<file path="src/shared/nmc_pkg.sv">
// constants, codes and carriers of the mode control register bank
package nmc_pkg;

    // ------------------------------------------------------------
    // register addresses and reset values
    // ------------------------------------------------------------
    localparam logic [7:0] NMC_ADDR_OP    = 8'h02;
    localparam logic [7:0] NMC_ADDR_MODE  = 8'h03;
    localparam logic [7:0] NMC_ADDR_RATE  = 8'h04;
    localparam logic [7:0] NMC_OP_RST     = 8'h00;
    localparam logic [7:0] NMC_MODE_RST   = 8'h08;
    localparam logic [7:0] NMC_RATE_RST   = 8'h00;
    localparam logic [7:0] NMC_RATE_MASK  = 8'h33;
    localparam logic [7:0] NMC_RD_NONE    = 8'h00;

    // ------------------------------------------------------------
    // field positions
    // ------------------------------------------------------------
    localparam int NMC_OP_EN      = 7;
    localparam int NMC_OP_RX_EN   = 6;
    localparam int NMC_OP_RX_ONE  = 5;
    localparam int NMC_OP_RX_MAN  = 4;
    localparam int NMC_OP_TX_EN   = 3;
    localparam int NMC_OP_WU      = 2;
    localparam int NMC_OP_FD_HI   = 1;
    localparam int NMC_OP_FD_LO   = 0;
    localparam int NMC_MD_TARG    = 7;
    localparam int NMC_MD_OM_HI   = 6;
    localparam int NMC_MD_OM_LO   = 3;
    localparam int NMC_MD_MOD     = 2;
    localparam int NMC_MD_AR_HI   = 1;
    localparam int NMC_MD_AR_LO   = 0;
    localparam int NMC_RT_TX_HI   = 5;
    localparam int NMC_RT_TX_LO   = 4;
    localparam int NMC_RT_RX_HI   = 1;
    localparam int NMC_RT_RX_LO   = 0;
    localparam int NMC_OM_BRD     = 3;
    localparam int NMC_OM_BRD_F   = 2;
    localparam int NMC_OM_BRD_A   = 0;

    // ------------------------------------------------------------
    // codes
    // ------------------------------------------------------------
    localparam logic [3:0] NMC_OM_I_P2P  = 4'h0;
    localparam logic [3:0] NMC_OM_I_A    = 4'h1;
    localparam logic [3:0] NMC_OM_I_B    = 4'h2;
    localparam logic [3:0] NMC_OM_I_F    = 4'h3;
    localparam logic [3:0] NMC_OM_I_T1   = 4'h4;
    localparam logic [3:0] NMC_OM_I_SUB  = 4'he;
    localparam logic [3:0] NMC_OM_I_BPSK = 4'hf;
    localparam logic [3:0] NMC_OM_T_A    = 4'h1;
    localparam logic [3:0] NMC_OM_T_F    = 4'h4;
    localparam logic [3:0] NMC_OM_T_P2P  = 4'h7;
    localparam logic [1:0] NMC_FD_OFF    = 2'h0;
    localparam logic [1:0] NMC_FD_CA     = 2'h1;
    localparam logic [1:0] NMC_FD_PD     = 2'h2;
    localparam logic [1:0] NMC_FD_AUTO   = 2'h3;
    localparam logic [1:0] NMC_AR_ANY    = 2'h1;
    localparam logic [1:0] NMC_AR_PEER   = 2'h2;
    localparam logic [7:0] NMC_DIV_BASE  = 8'h80;

    // ------------------------------------------------------------
    // types
    // ------------------------------------------------------------
    typedef enum logic [3:0] {
        NMC_M_NONE   = 4'h0,
        NMC_M_I_P2P  = 4'h1,
        NMC_M_I_A    = 4'h2,
        NMC_M_I_B    = 4'h3,
        NMC_M_I_F    = 4'h4,
        NMC_M_I_T1   = 4'h5,
        NMC_M_I_SUB  = 4'h6,
        NMC_M_I_BPSK = 4'h7,
        NMC_M_T_A    = 4'h8,
        NMC_M_T_F    = 4'h9,
        NMC_M_T_P2P  = 4'ha,
        NMC_M_T_BRD  = 4'hb
    } nmc_opmode_e;

    typedef struct packed {
        logic       wr;
        logic       rd;
        logic [7:0] addr;
        logic [7:0] wdata;
    } nmc_regbus_s;

    typedef struct packed {
        logic [7:0] op;
        logic [7:0] mode;
        logic [7:0] rate;
    } nmc_regs_s;

    typedef struct packed {
        logic        osc_reg_on;
        logic        rx_enable;
        logic        am_ch_on;
        logic        pm_ch_on;
        logic        ch_auto_sel;
        logic        tx_enable;
        logic        wakeup_state_on;
        logic        fd_enable;
        logic        fd_thresh_ca;
        logic        fd_thresh_pd;
        logic        fd_auto;
        logic        low_power_init;
        logic        role_target;
        nmc_opmode_e opmode;
        logic        txrx_disable;
        logic        brd_detect_f;
        logic        brd_detect_a;
        logic        modulation_type;
        logic        auto_resp_any;
        logic        auto_resp_peer_off;
        logic [7:0]  tx_rate_div;
        logic [7:0]  rx_rate_div;
    } nmc_ctl_s;

    typedef struct packed {
        logic [2:0] osc_sync;
        logic       osc_ok;
        nmc_regs_s  regs;
        nmc_ctl_s   ctl;
        logic [7:0] rd_data;
        logic       mode_wr_refused;
    } nmc_state_s;

endpackage

</file>
<file path="src/rtl/nmc_mode_regs.sv">
// mode control register bank: operation, mode and bit rate registers
//
// Function
// - bit 7 powers oscillator and regulators
// - receive-on bit enables reception
// - one-channel bit picks single channel by pick
// - dual channel: auto or manual selection
// - transmit-on set by field-on, cleared after send in peer-to-peer modes only
// - wake-up bit enters wake-up mode
// - detector code selects off, thresholds or automatic
// - detector only set gives low power state
// - defaults load on every synchronous reset srst
// - role bit and four-bit code per role
// - initiator code decode, others reserved
// - unsupported code disables transmit and receive
// - target code decode for passive and active
// - target top bit runs bit rate detection
// - bit 2 picks keying or amplitude modulation
// - automatic response field code decode
// - mode writes only with stable crystal
// - bit rate fields, reserved bits zero
// - rate codes map to carrier divisors
`timescale 1ns/10ps
module nmc_mode_regs
    import nmc_pkg::*;
(
    input  wire logic        mclk,
    input  wire logic        srst,
    input  wire nmc_regbus_s bus,
    input  wire logic        xtal_stable_pin,
    input  wire logic        fixed_channel_pick,
    input  wire logic        field_on_cmd,
    input  wire logic        tx_done,
    output nmc_ctl_s         ctl,
    output logic [7:0]       rd_data,
    output logic             mode_wr_refused,
    output logic             osc_stable
);

    nmc_state_s s_q;
    nmc_state_s s_d;

    // ------------------------------------------------------------
    // decode helpers
    // ------------------------------------------------------------
    function automatic logic [7:0] rate_div(input logic [1:0] code);
        rate_div = NMC_DIV_BASE >> code;
    endfunction

    function automatic nmc_opmode_e mode_decode(input logic [7:0] m);
        logic [3:0] om;
        om = m[NMC_MD_OM_HI:NMC_MD_OM_LO];
        mode_decode = NMC_M_NONE;
        if (m[NMC_MD_TARG]) begin
            if (om[NMC_OM_BRD]) begin
                mode_decode = NMC_M_T_BRD;
            end else if (om == NMC_OM_T_A) begin
                mode_decode = NMC_M_T_A;
            end else if (om == NMC_OM_T_F) begin
                mode_decode = NMC_M_T_F;
            end else if (om == NMC_OM_T_P2P) begin
                mode_decode = NMC_M_T_P2P;
            end
        end else begin
            unique case (om)
                NMC_OM_I_P2P:  mode_decode = NMC_M_I_P2P;
                NMC_OM_I_A:    mode_decode = NMC_M_I_A;
                NMC_OM_I_B:    mode_decode = NMC_M_I_B;
                NMC_OM_I_F:    mode_decode = NMC_M_I_F;
                NMC_OM_I_T1:   mode_decode = NMC_M_I_T1;
                NMC_OM_I_SUB:  mode_decode = NMC_M_I_SUB;
                NMC_OM_I_BPSK: mode_decode = NMC_M_I_BPSK;
                default:       mode_decode = NMC_M_NONE;
            endcase
        end
    endfunction

    function automatic nmc_ctl_s ctl_decode(input nmc_regs_s r,
                                            input logic      pick);
        nmc_ctl_s   c;
        logic       ok;
        logic [1:0] fd;
        logic [1:0] ar;
        c  = '0;
        fd = r.op[NMC_OP_FD_HI:NMC_OP_FD_LO];
        ar = r.mode[NMC_MD_AR_HI:NMC_MD_AR_LO];
        c.opmode       = mode_decode(r.mode);
        ok             = (c.opmode != NMC_M_NONE);
        c.txrx_disable = !ok;
        c.osc_reg_on   = r.op[NMC_OP_EN];
        c.rx_enable    = r.op[NMC_OP_RX_EN] && ok;
        c.tx_enable    = r.op[NMC_OP_TX_EN] && ok;
        if (r.op[NMC_OP_RX_ONE]) begin
            c.am_ch_on    = c.rx_enable && !pick;
            c.pm_ch_on    = c.rx_enable && pick;
            c.ch_auto_sel = 1'b0;
        end else begin
            c.am_ch_on    = c.rx_enable;
            c.pm_ch_on    = c.rx_enable;
            c.ch_auto_sel = !r.op[NMC_OP_RX_MAN];
        end
        c.wakeup_state_on = r.op[NMC_OP_WU];
        c.fd_enable    = (fd != NMC_FD_OFF);
        c.fd_thresh_ca = (fd == NMC_FD_CA) || (fd == NMC_FD_AUTO);
        c.fd_thresh_pd = (fd == NMC_FD_PD) || (fd == NMC_FD_AUTO);
        c.fd_auto      = (fd == NMC_FD_AUTO);
        c.low_power_init = (fd != NMC_FD_OFF) &&
            (r.op[NMC_OP_EN:NMC_OP_WU] == '0);
        c.role_target  = r.mode[NMC_MD_TARG];
        c.brd_detect_f = (c.opmode == NMC_M_T_BRD) &&
            r.mode[NMC_MD_OM_LO + NMC_OM_BRD_F];
        c.brd_detect_a = (c.opmode == NMC_M_T_BRD) &&
            r.mode[NMC_MD_OM_LO + NMC_OM_BRD_A];
        c.modulation_type = r.mode[NMC_MD_MOD];
        // reserved response code acts as off
        c.auto_resp_any      = (ar == NMC_AR_ANY);
        c.auto_resp_peer_off = (ar == NMC_AR_PEER);
        c.tx_rate_div = rate_div(r.rate[NMC_RT_TX_HI:NMC_RT_TX_LO]);
        c.rx_rate_div = rate_div(r.rate[NMC_RT_RX_HI:NMC_RT_RX_LO]);
        ctl_decode = c;
    endfunction

    // ------------------------------------------------------------
    // next state
    // ------------------------------------------------------------
    logic active_mode;
    assign active_mode = (s_q.ctl.opmode == NMC_M_I_P2P) ||
                         (s_q.ctl.opmode == NMC_M_T_P2P);

    always_comb begin
        s_d = s_q;
        // three stage crystal flag sync, change once the last two stages agree
        s_d.osc_sync = {s_q.osc_sync[1:0], xtal_stable_pin};
        if (s_q.osc_sync[1] == s_q.osc_sync[2]) begin
            s_d.osc_ok = s_q.osc_sync[2];
        end
        s_d.mode_wr_refused = 1'b0;
        if (bus.wr) begin
            unique case (bus.addr)
                NMC_ADDR_OP:   s_d.regs.op = bus.wdata;
                NMC_ADDR_MODE: begin
                    if (s_q.osc_ok) begin
                        s_d.regs.mode = bus.wdata;
                    end else begin
                        s_d.mode_wr_refused = 1'b1;
                    end
                end
                NMC_ADDR_RATE: begin
                    s_d.regs.rate = bus.wdata & NMC_RATE_MASK;
                end
                default: ;
            endcase
        end
        // hardware set beats the clear after transmission
        if (tx_done && active_mode) begin
            s_d.regs.op[NMC_OP_TX_EN] = 1'b0;
        end
        if (field_on_cmd) begin
            s_d.regs.op[NMC_OP_TX_EN] = 1'b1;
        end
        s_d.rd_data = NMC_RD_NONE;
        if (bus.rd) begin
            unique case (bus.addr)
                NMC_ADDR_OP:   s_d.rd_data = s_q.regs.op;
                NMC_ADDR_MODE: s_d.rd_data = s_q.regs.mode;
                NMC_ADDR_RATE: s_d.rd_data = s_q.regs.rate;
                default:       s_d.rd_data = NMC_RD_NONE;
            endcase
        end
        if (srst) begin
            s_d.osc_sync        = '0;
            s_d.osc_ok          = 1'b0;
            s_d.regs.op         = NMC_OP_RST;
            s_d.regs.mode       = NMC_MODE_RST;
            s_d.regs.rate       = NMC_RATE_RST;
            s_d.rd_data         = NMC_RD_NONE;
            s_d.mode_wr_refused = 1'b0;
        end
        s_d.ctl = ctl_decode(s_d.regs, fixed_channel_pick);
    end

    always_ff @(posedge mclk) begin
        s_q <= s_d;
    end

    assign ctl             = s_q.ctl;
    assign rd_data         = s_q.rd_data;
    assign mode_wr_refused = s_q.mode_wr_refused;
    assign osc_stable      = s_q.osc_ok;
endmodule // nmc_mode_regs

</file>
<file path="config.mk">
export PLATFORM = sky130hd
export DESIGN_NAME = nmc_mode_regs
export DESIGN_NICKNAME = d
export VERILOG_FILES = /design/src/shared/nmc_pkg.sv /design/src/rtl/nmc_mode_regs.sv
export SDC_FILE = /design/constraint.sdc
export NUM_CORES = 1
export LEC_CHECK = 0
export ABC_AREA = 1
export BUFFER_PORTS_ARGS = -buffer_cell sky130_fd_sc_hd__buf_4
export CORE_MARGIN = 2
export CORE_UTILIZATION = 56
export CTS_CLUSTER_SIZE = 24
export DETAILED_ROUTE_END_ITERATION = 10
export HOLD_SLACK_MARGIN = 0.05
export PLACE_DENSITY = 0.84
export SLEW_MARGIN = 25
export SYNTH_ARGS = -nofsm -noshare
export SYNTH_HDL_FRONTEND = slang
export SYNTH_SLANG_ARGS = --single-unit
</file>
<file path="constraint.sdc">
create_clock -name mclk -period 4.5 [get_ports mclk]
set_input_delay 0.9 -clock mclk [delete_from_list [all_inputs] [get_ports mclk]]
set_output_delay 0.9 -clock mclk [all_outputs]
set_load 0.005 [all_outputs]
</file>
**Yosys cells after proc, flatten, opt, wreduce, memory -nomap -nowiden**

Index checks and enable logic that the tools add are counted.

- Flip-flop bits (word level): 72
- Output and inout bits: 49

- Eq/ne operators: 19
- Shifts and indexed selects: 2
- Muxes and demuxes: 17
- Bitwise gates (word level): 3
- Reduce and logical (&&, ||, !) cells: 20

Operators by type and width:

| kind | count |
|---|---|
| $mux W24 | 2 |
| $mux W8 | 3 |
| $pmux W8 S3 | 1 |
| $pmux W3 S7 | 1 |
| $mux W4 | 5 |
| $eq A4 B4 Y1 const B | 4 |
| $eq A8 B2 Y1 const B | 2 |
| $shr A8 B2 Y8 const A | 2 |
| $eq A4 B1 Y1 const B | 2 |
| $eq A4 B2 Y1 const B | 2 |
| $eq A4 B3 Y1 const B | 2 |
| $eq A8 B3 Y1 const B | 1 |
| $logic_and A1 B1 Y1 | 8 |
| $eq A2 B2 Y1 const B | 3 |
| $logic_not A6 Y1 | 1 |
| $mux W6 | 1 |
| $eq A2 B1 Y1 const B | 2 |
| $logic_not A4 Y1 | 1 |
| $reduce_bool A4 Y1 | 1 |
| $logic_not A1 Y1 | 3 |
| $logic_or A1 B1 Y1 | 3 |
| $mux W1 | 3 |
| $mux W3 | 1 |
| $not A1 Y1 | 3 |
| 4 further kinds | 4 |

**Depth between registers and ports, before layout**

Gate-level depths: netlist of the first run.

- Depth in word-level cells: 16
- Gate-level depth with buffers: 17
- Gate-level depth less buffers: 17

**Worst setup path before layout of the first run**

No wires, ideal clock.

- Path type: input to register
- Start point: input bus[13] (netlist name)
- End point: register s_q, in the netlist ctl[35]
- Arrival time: 2.215 ns
- Setup slack: 2.173 ns
- Stages on the path: 14
- Path buffers: 0
- Path through: nor2_1 nand2_2 nor2_8 nand3_4 nand2_1 nand2_1 a21oi_4 nand2_1 nor2_1 a21oi_2 nor2_1 nand2_2 nand2_2 nor2_1

RTL lines:

| what | RTL line | source |
|---|---|---|
| start: declaration | nmc_mode_regs.sv:29 | `input wire nmc_regbus_s bus,` |
| end signal: assignment | nmc_mode_regs.sv:183 | `s_q <= s_d;` |
| end: declaration | nmc_mode_regs.sv:40 | `nmc_state_s s_q;` |

==> out/qor.yml, run 1 <==
sta:
  period_share_pct: 55.13
  fin_setup_tns_ns: 0
  hold_violations: 0
  setup_viol: 0
  clock.fmax_mhz: 403.1
  tightest_slew_ns: 0.9537
  rsz0062_at_grt: "no"
  slew_violations: 0
  timing.slew.headroom_pct: 35.42
  fin_skew_ns: 0.004455
  fin_crit_ns: 2.481
power:
  peakVddDrop_mv: 0.2288
  leakagePower_uw: 0.001497
  power_density_mw_per_mm2: 341.9
clock_network:
  cts_root_buf: "clkbuf_8"
  cts_sinks: 59
  cts-htree-levels: 3
  cts_tree: "done"
  cts_max_path_buffers: 2
  cts_resized: 0
  insertion_delay_ns: 0.33
  hold_buffers: 0
  cts_setup_buffers: 0
  cts_buffers: 9
  cts.clk_slew.worst_paths_ns: 0.07
floorplanning:
  initial_utilization_pct: 57.44
  ios: 73
  dieArea_mm2: 0.005384
  rows: 25
  fp.coreArea_mm2: 0.004692
  dieWidth_um: 73.38
  die-height_um: 73.38
place:
  routabilityCongestion: 0.8184
  hpwl_um: 3963
  port_buffers: 64
  placed_cells: 415
global_route:
  first_global_vias: 1898
  grt_max_degree: 17
  grt_antenna_before_repair: 0
  grt_remaining_overflow: 0
  grt.total_usage_pct: 20.78
  grt_pass1_wl_um: 8397
layout:
  final_cells: 431
  drive_gt1_share_pct: 29.97
  area_delta_synth_final_pct: 14.35
  num_antenna_cells: 0
  nets: 396
drt:
  vias_per_cell: 4.944
  vias: 2131
  drt_iter0_markers: 181
  routed_wl_um: 5286
  wire_per_inst_um: 12.26
  drtPass1Iterations: 4
  ant_nets: 0
  drc: 0
yosys:
  ys_top_cells_by_area: "dfxtp_1, buf_4, nand2_1, nor2_1, inv_1"
  synthTopCellsByCount: "dfxtp_1, nand2_1, nor2_1, buf_4, inv_1"
  synth_most_common_cell: "dfxtp_1"
  seq_area_frac_synth_pct: 43.83
  syn_area_mm2: 0.002695
  post-synth-top-area-cell: "dfxtp_1"
  syn_inst: 343
  ys_ff_latch: 59
  synth-edff-count: 0
  syn-mean-instance-area_um2: 7.857
  ys.flop_type: "dfxtp_1"
  ys_warn_count: 0
  synthArstFlopShare_pct: 0
  synth_cell_type_count: 36
  synth_top_area_share_pct: 43.83
worst_setup_path:
  crit_fanout: 14
  end_kind: "flop"
  cp.arrival_ns: 2.71
  cp-start-kind: "primary input"
  crit_required_ns: 4.73
  path_class: "primary input to flop"
flow_run:
  drv_cap: 0
status:
  status: "finished clean"
hold_path:
  hold_class: "flop to flop"
## critical path, cell delays in order
cell and delay, ns:
buf_4 0.11, nor2_1 0.11, nand2_2 0.11, nor2_8 0.25
nand3_4 0.21, nand2_1 0.11, nand2_1 0.08, a21oi_4 0.23
nand2_1 0.07, nor2_1 0.15, a21oi_2 0.06, nor2_1 0.13
nand2_2 0.07, inv_1 0.08, nor2_2 0.03
## kinds of logic (layout without fill, tap and decap cells)
family	after synthesis	after routing	share of synthesized area [%]
buffers and inverters	97	124	20.61
other	1	8	0.1391
DFF	59	59	43.83
AOI/OAI and AO/OA	32	32	7.986
and+or+nand+nor	154	154	27.44
## registers in the layout, summed over array words and instances (netlist names)
name	cells
mode_wr_refused	1
s_q	20
rd_data	8
ctl	29
osc_stable	1
## metal layers
layer	vias up	wire length (um)	global-route usage, %
met4	0	100	9.091
met5	-	0	0
met3	9	420	5.624
met1	959	2347	27.11
met2	93	2418	32.33
li1	1070	-	-
## area by class of cell
class / count / area [um^2]
timing repair buffer: 64 / 480.5
fill: 411 / 1610
sequential: 59 / 1181
clock buffer: 10 / 137.6
tap: 54 / 67.56
multi-input combinational: 194 / 984.7
clock inverter: 6 / 65.06
inverter: 44 / 165.2
## report_power, final
group	switching, uW	internal (uW)	total, uW	leakage, uW
Combinational	22.6	18.8	41.4	0.000919
Clock	216	270	486	0.000102
Sequential	1.39	525	526	0.000476
## worst paths after layout
kind | from | to | slack (ns) | depth (start not counted)
worst max-delay path | bus[13] | ctl[33]$_DFF_P_ | 2.02 | 15
worst min-delay path | s_q[73]$_SDFF_PP0_ | s_q[74]$_SDFF_PP0_ | 0.43 | 2
worst max register to register | osc_stable$_SDFFE_PP0N_ | ctl[33]$_DFF_P_ | 2.66 | 11
worst min register to register | s_q[73]$_SDFF_PP0_ | s_q[74]$_SDFF_PP0_ | 0.43 | 2
## metrics by stage
step                      cell area (um^2)  hold WS (ns)  worst slack [ns]  util (%)  power, uW
after floorplan                       2721        0.3883             2.173         -      563.4
after global placement                2879        0.3890             1.729     61.36      578.1
after detailed placement              2879        0.4089             1.684     61.36      579.4
after CTS                             3082        0.4180             2.029     65.68       1061
after global routing                  3082        0.4466             1.820     65.68       1084
final                                 3082        0.4260             2.019     65.68       1054
## layout by cell type, fill, tap and decap left out, types with 5 or more instances in the layout
cell type,count
nor2_2,7
dfxtp_1,59
nand2_2,8
nand3_2,5
conb_1,8
clkbuf_8,10
o21ai_0,6
o21a_1,5
nor2_1,50
inv_1,40
nand2_1,57
nor3_1,9
nand3_1,8
buf_4,64
a21oi_1,8
No activity file was read; power rests on OpenSTA's default activity.
==> run 2: changes to the inputs <==
--- a/config.mk
+++ b/config.mk
@@ -8,11 +8,11 @@
 export ABC_AREA = 1
 export BUFFER_PORTS_ARGS = -buffer_cell sky130_fd_sc_hd__buf_4
 export CORE_MARGIN = 2
-export CORE_UTILIZATION = 56
+export CORE_UTILIZATION = 52
 export CTS_CLUSTER_SIZE = 24
 export DETAILED_ROUTE_END_ITERATION = 10
 export HOLD_SLACK_MARGIN = 0.05
-export PLACE_DENSITY = 0.84
+export PLACE_DENSITY = 0.79
 export SLEW_MARGIN = 25
 export SYNTH_ARGS = -nofsm -noshare
 export SYNTH_HDL_FRONTEND = slang
==> constraint.sdc (replaced) <==
create_clock -name mclk -period 2.3 [get_ports mclk]
set_input_delay 0.46 -clock mclk [delete_from_list [all_inputs] [get_ports mclk]]
set_output_delay 0.46 -clock mclk [all_outputs]
set_load 0.005 [all_outputs]
==> out/qor.yml, run 2 (synthesized netlist as in run 1, its figures left out) <==
sta:
  fin_setup_tns_ns: 0
  tightest_slew_ns: 0.5151
  timing.slew.headroom_pct: 65.39
  fin_skew_ns: 0.007832
  rsz0062_at_grt: "no"
  clock.fmax_mhz: 508.8
  slew_violations: 0
  period_share_pct: 85.45
  hold_slack_ns: 0.3418
  setup_viol: 0
  hold_violations: 0
  fin_crit_ns: 1.965
worst_setup_path:
  crit_fanout: 7
  cpMaxStageDelayCell: "nor3b_1"
  crit_chain: "buf_4, inv_1, nand2_1, nor3b_1, nand2_1, nor2_2, inv_1, nor2_1, nor3_1, inv_1, o21ai_0, inv_1, nand3_1, nor2_1"
  reg2reg_setup_slack_ns: 0.44
  timing.critical_path.from: "bus[10]"
  cp.buffers_inverters: 5
  crit_required_ns: 2.58
  endpoint: "ctl[27]$_DFF_P_"
  r2r-end: "ctl[36]$_DFF_P_"
  path_class: "primary input to flop"
  cp.depth: 14
  r2r.worst_path.cells: 14
  cpPeakStageDelay_ns: 0.28
  crit_top_cell: "inv_1"
  cp.arrival_ns: 2.25
  end_kind: "flop"
  cp-start-kind: "primary input"
  reg2reg_from: "osc_stable$_SDFFE_PP0N_"
  cp_top_family: "simple AND/OR/NAND/NOR gates"
drt:
  vias: 2053
  drt_iter0_markers: 101
  routed_wl_um: 5500
  drc: 0
  drtPass1Iterations: 4
  vias_per_cell: 4.552
  ant_nets: 0
  wire_per_inst_um: 12.20
hold_path:
  hold_class: "primary input to flop"
floorplanning:
  die-height_um: 75.99
  ios: 73
  rows: 26
  dieArea_mm2: 0.005774
  initial_utilization_pct: 53.45
  dieWidth_um: 75.99
  fp.coreArea_mm2: 0.005042
flow_run:
  drv_cap: 0
clock_network:
  cts.clk_slew.worst_paths_ns: 0.07
  insertion_delay_ns: 0.34
  cts_max_path_buffers: 2
  cts_tree: "done"
  cts_buffers: 9
  cts_sinks: 59
  cts_setup_buffers: 0
  cts_root_buf: "clkbuf_8"
  cts_resized: 0
  cts-htree-levels: 3
  hold_buffers: 0
global_route:
  grt_remaining_overflow: 0
  grt_max_degree: 17
  grt_pass1_wl_um: 9432
  first_global_vias: 2010
  grt_antenna_before_repair: 0
  grt.total_usage_pct: 20.85
layout:
  final_cell_mix: "buf_4, dfxtp_1, nand2_1, nor2_1, inv_1"
  layout_commonest_cell: "buf_4"
  nets: 400
  fillers: 472
  final_cell_area_mm2: 0.003089
  area_delta_synth_final_pct: 14.62
  largest_register_ffs: 29
  num_antenna_cells: 0
  drive_gt1_share_pct: 30.45
power:
  peakVddDrop_mv: 0.3571
  leakagePower_uw: 0.001500
  power_density_mw_per_mm2: 611.7
place:
  routabilityCongestion: 0.8212
  port_buffers: 64
  place_area_mm2: 0.002929
  hpwl_um: 4169
status:
  status: "finished clean"
[run 2: worst min-delay path by stage]
| stage | start | cells past startpoint | end | slack [ns] |
|---|---|---|---|---|
| finish | xtal_stable_pin | 3 | s_q[73]$_SDFF_PP0_ | 0.34 |
| global route | xtal_stable_pin | 3 | s_q[73]$_SDFF_PP0_ | 0.37 |
| CTS | xtal_stable_pin | 3 | s_q[73]$_SDFF_PP0_ | 0.33 |
| detailed placement | s_q[73]$_SDFF_PP0_ | 2 | s_q[74]$_SDFF_PP0_ | 0.42 |
| global placement | s_q[73]$_SDFF_PP0_ | 2 | s_q[74]$_SDFF_PP0_ | 0.39 |
| floorplan | s_q[73]$_SDFF_PP0_ | 2 | s_q[74]$_SDFF_PP0_ | 0.39 |
[run 2: area by class of cell]
type	instances	area, um^2	area share [%]
clock buffers	10	127.6	4.131
clock inverters	6	32.53	1.053
inverters	44	165.2	5.346
multi-input cells	194	984.7	31.88
flip-flops and latches	59	1181	38.23
well taps	70	87.58	2.835
repair buffers	68	510.5	16.52
[run 2: metal layers]
metal  GRT usage (%)  routed length, um  up-vias
li1                -                  -     1069
met1           25.40               2359      910
met2           33.48               2660       62
met3           4.739                356       12
met4           13.09                124        0
met5               0                  0        -
[run 2: worst reg2reg max path, stage by stage, from the launching register on]
cell	delay, ns
dfxtp_1	0.50
inv_1	0.13
nor2_1	0.12
nand3_1	0.12
nand2_1	0.18
nor2_8	0.07
nor2_2	0.09
nand2_2	0.08
nand3_1	0.08
nand2_1	0.05
nand2_1	0.08
nor2_1	0.06
nand2_2	0.07
nand2_2	0.06
nor2_1	0.12
[run 2: report_power, final]
part           switching, uW  internal, uW
Clock                    396           380
Combinational           45.6          38.0
Sequential              2.44          1030
[run 2: stage by stage]
stage	instances	worst slack (ns)	power, uW	util, %
global placement	435	0.1365	1134	58.09
finish	451	0.3346	1890	61.27
detailed placement	435	0.03658	1136	58.09
global route	451	0.1084	1965	61.27
floorplan	350	0.4127	1102	-
CTS	451	0.3815	1908	61.27
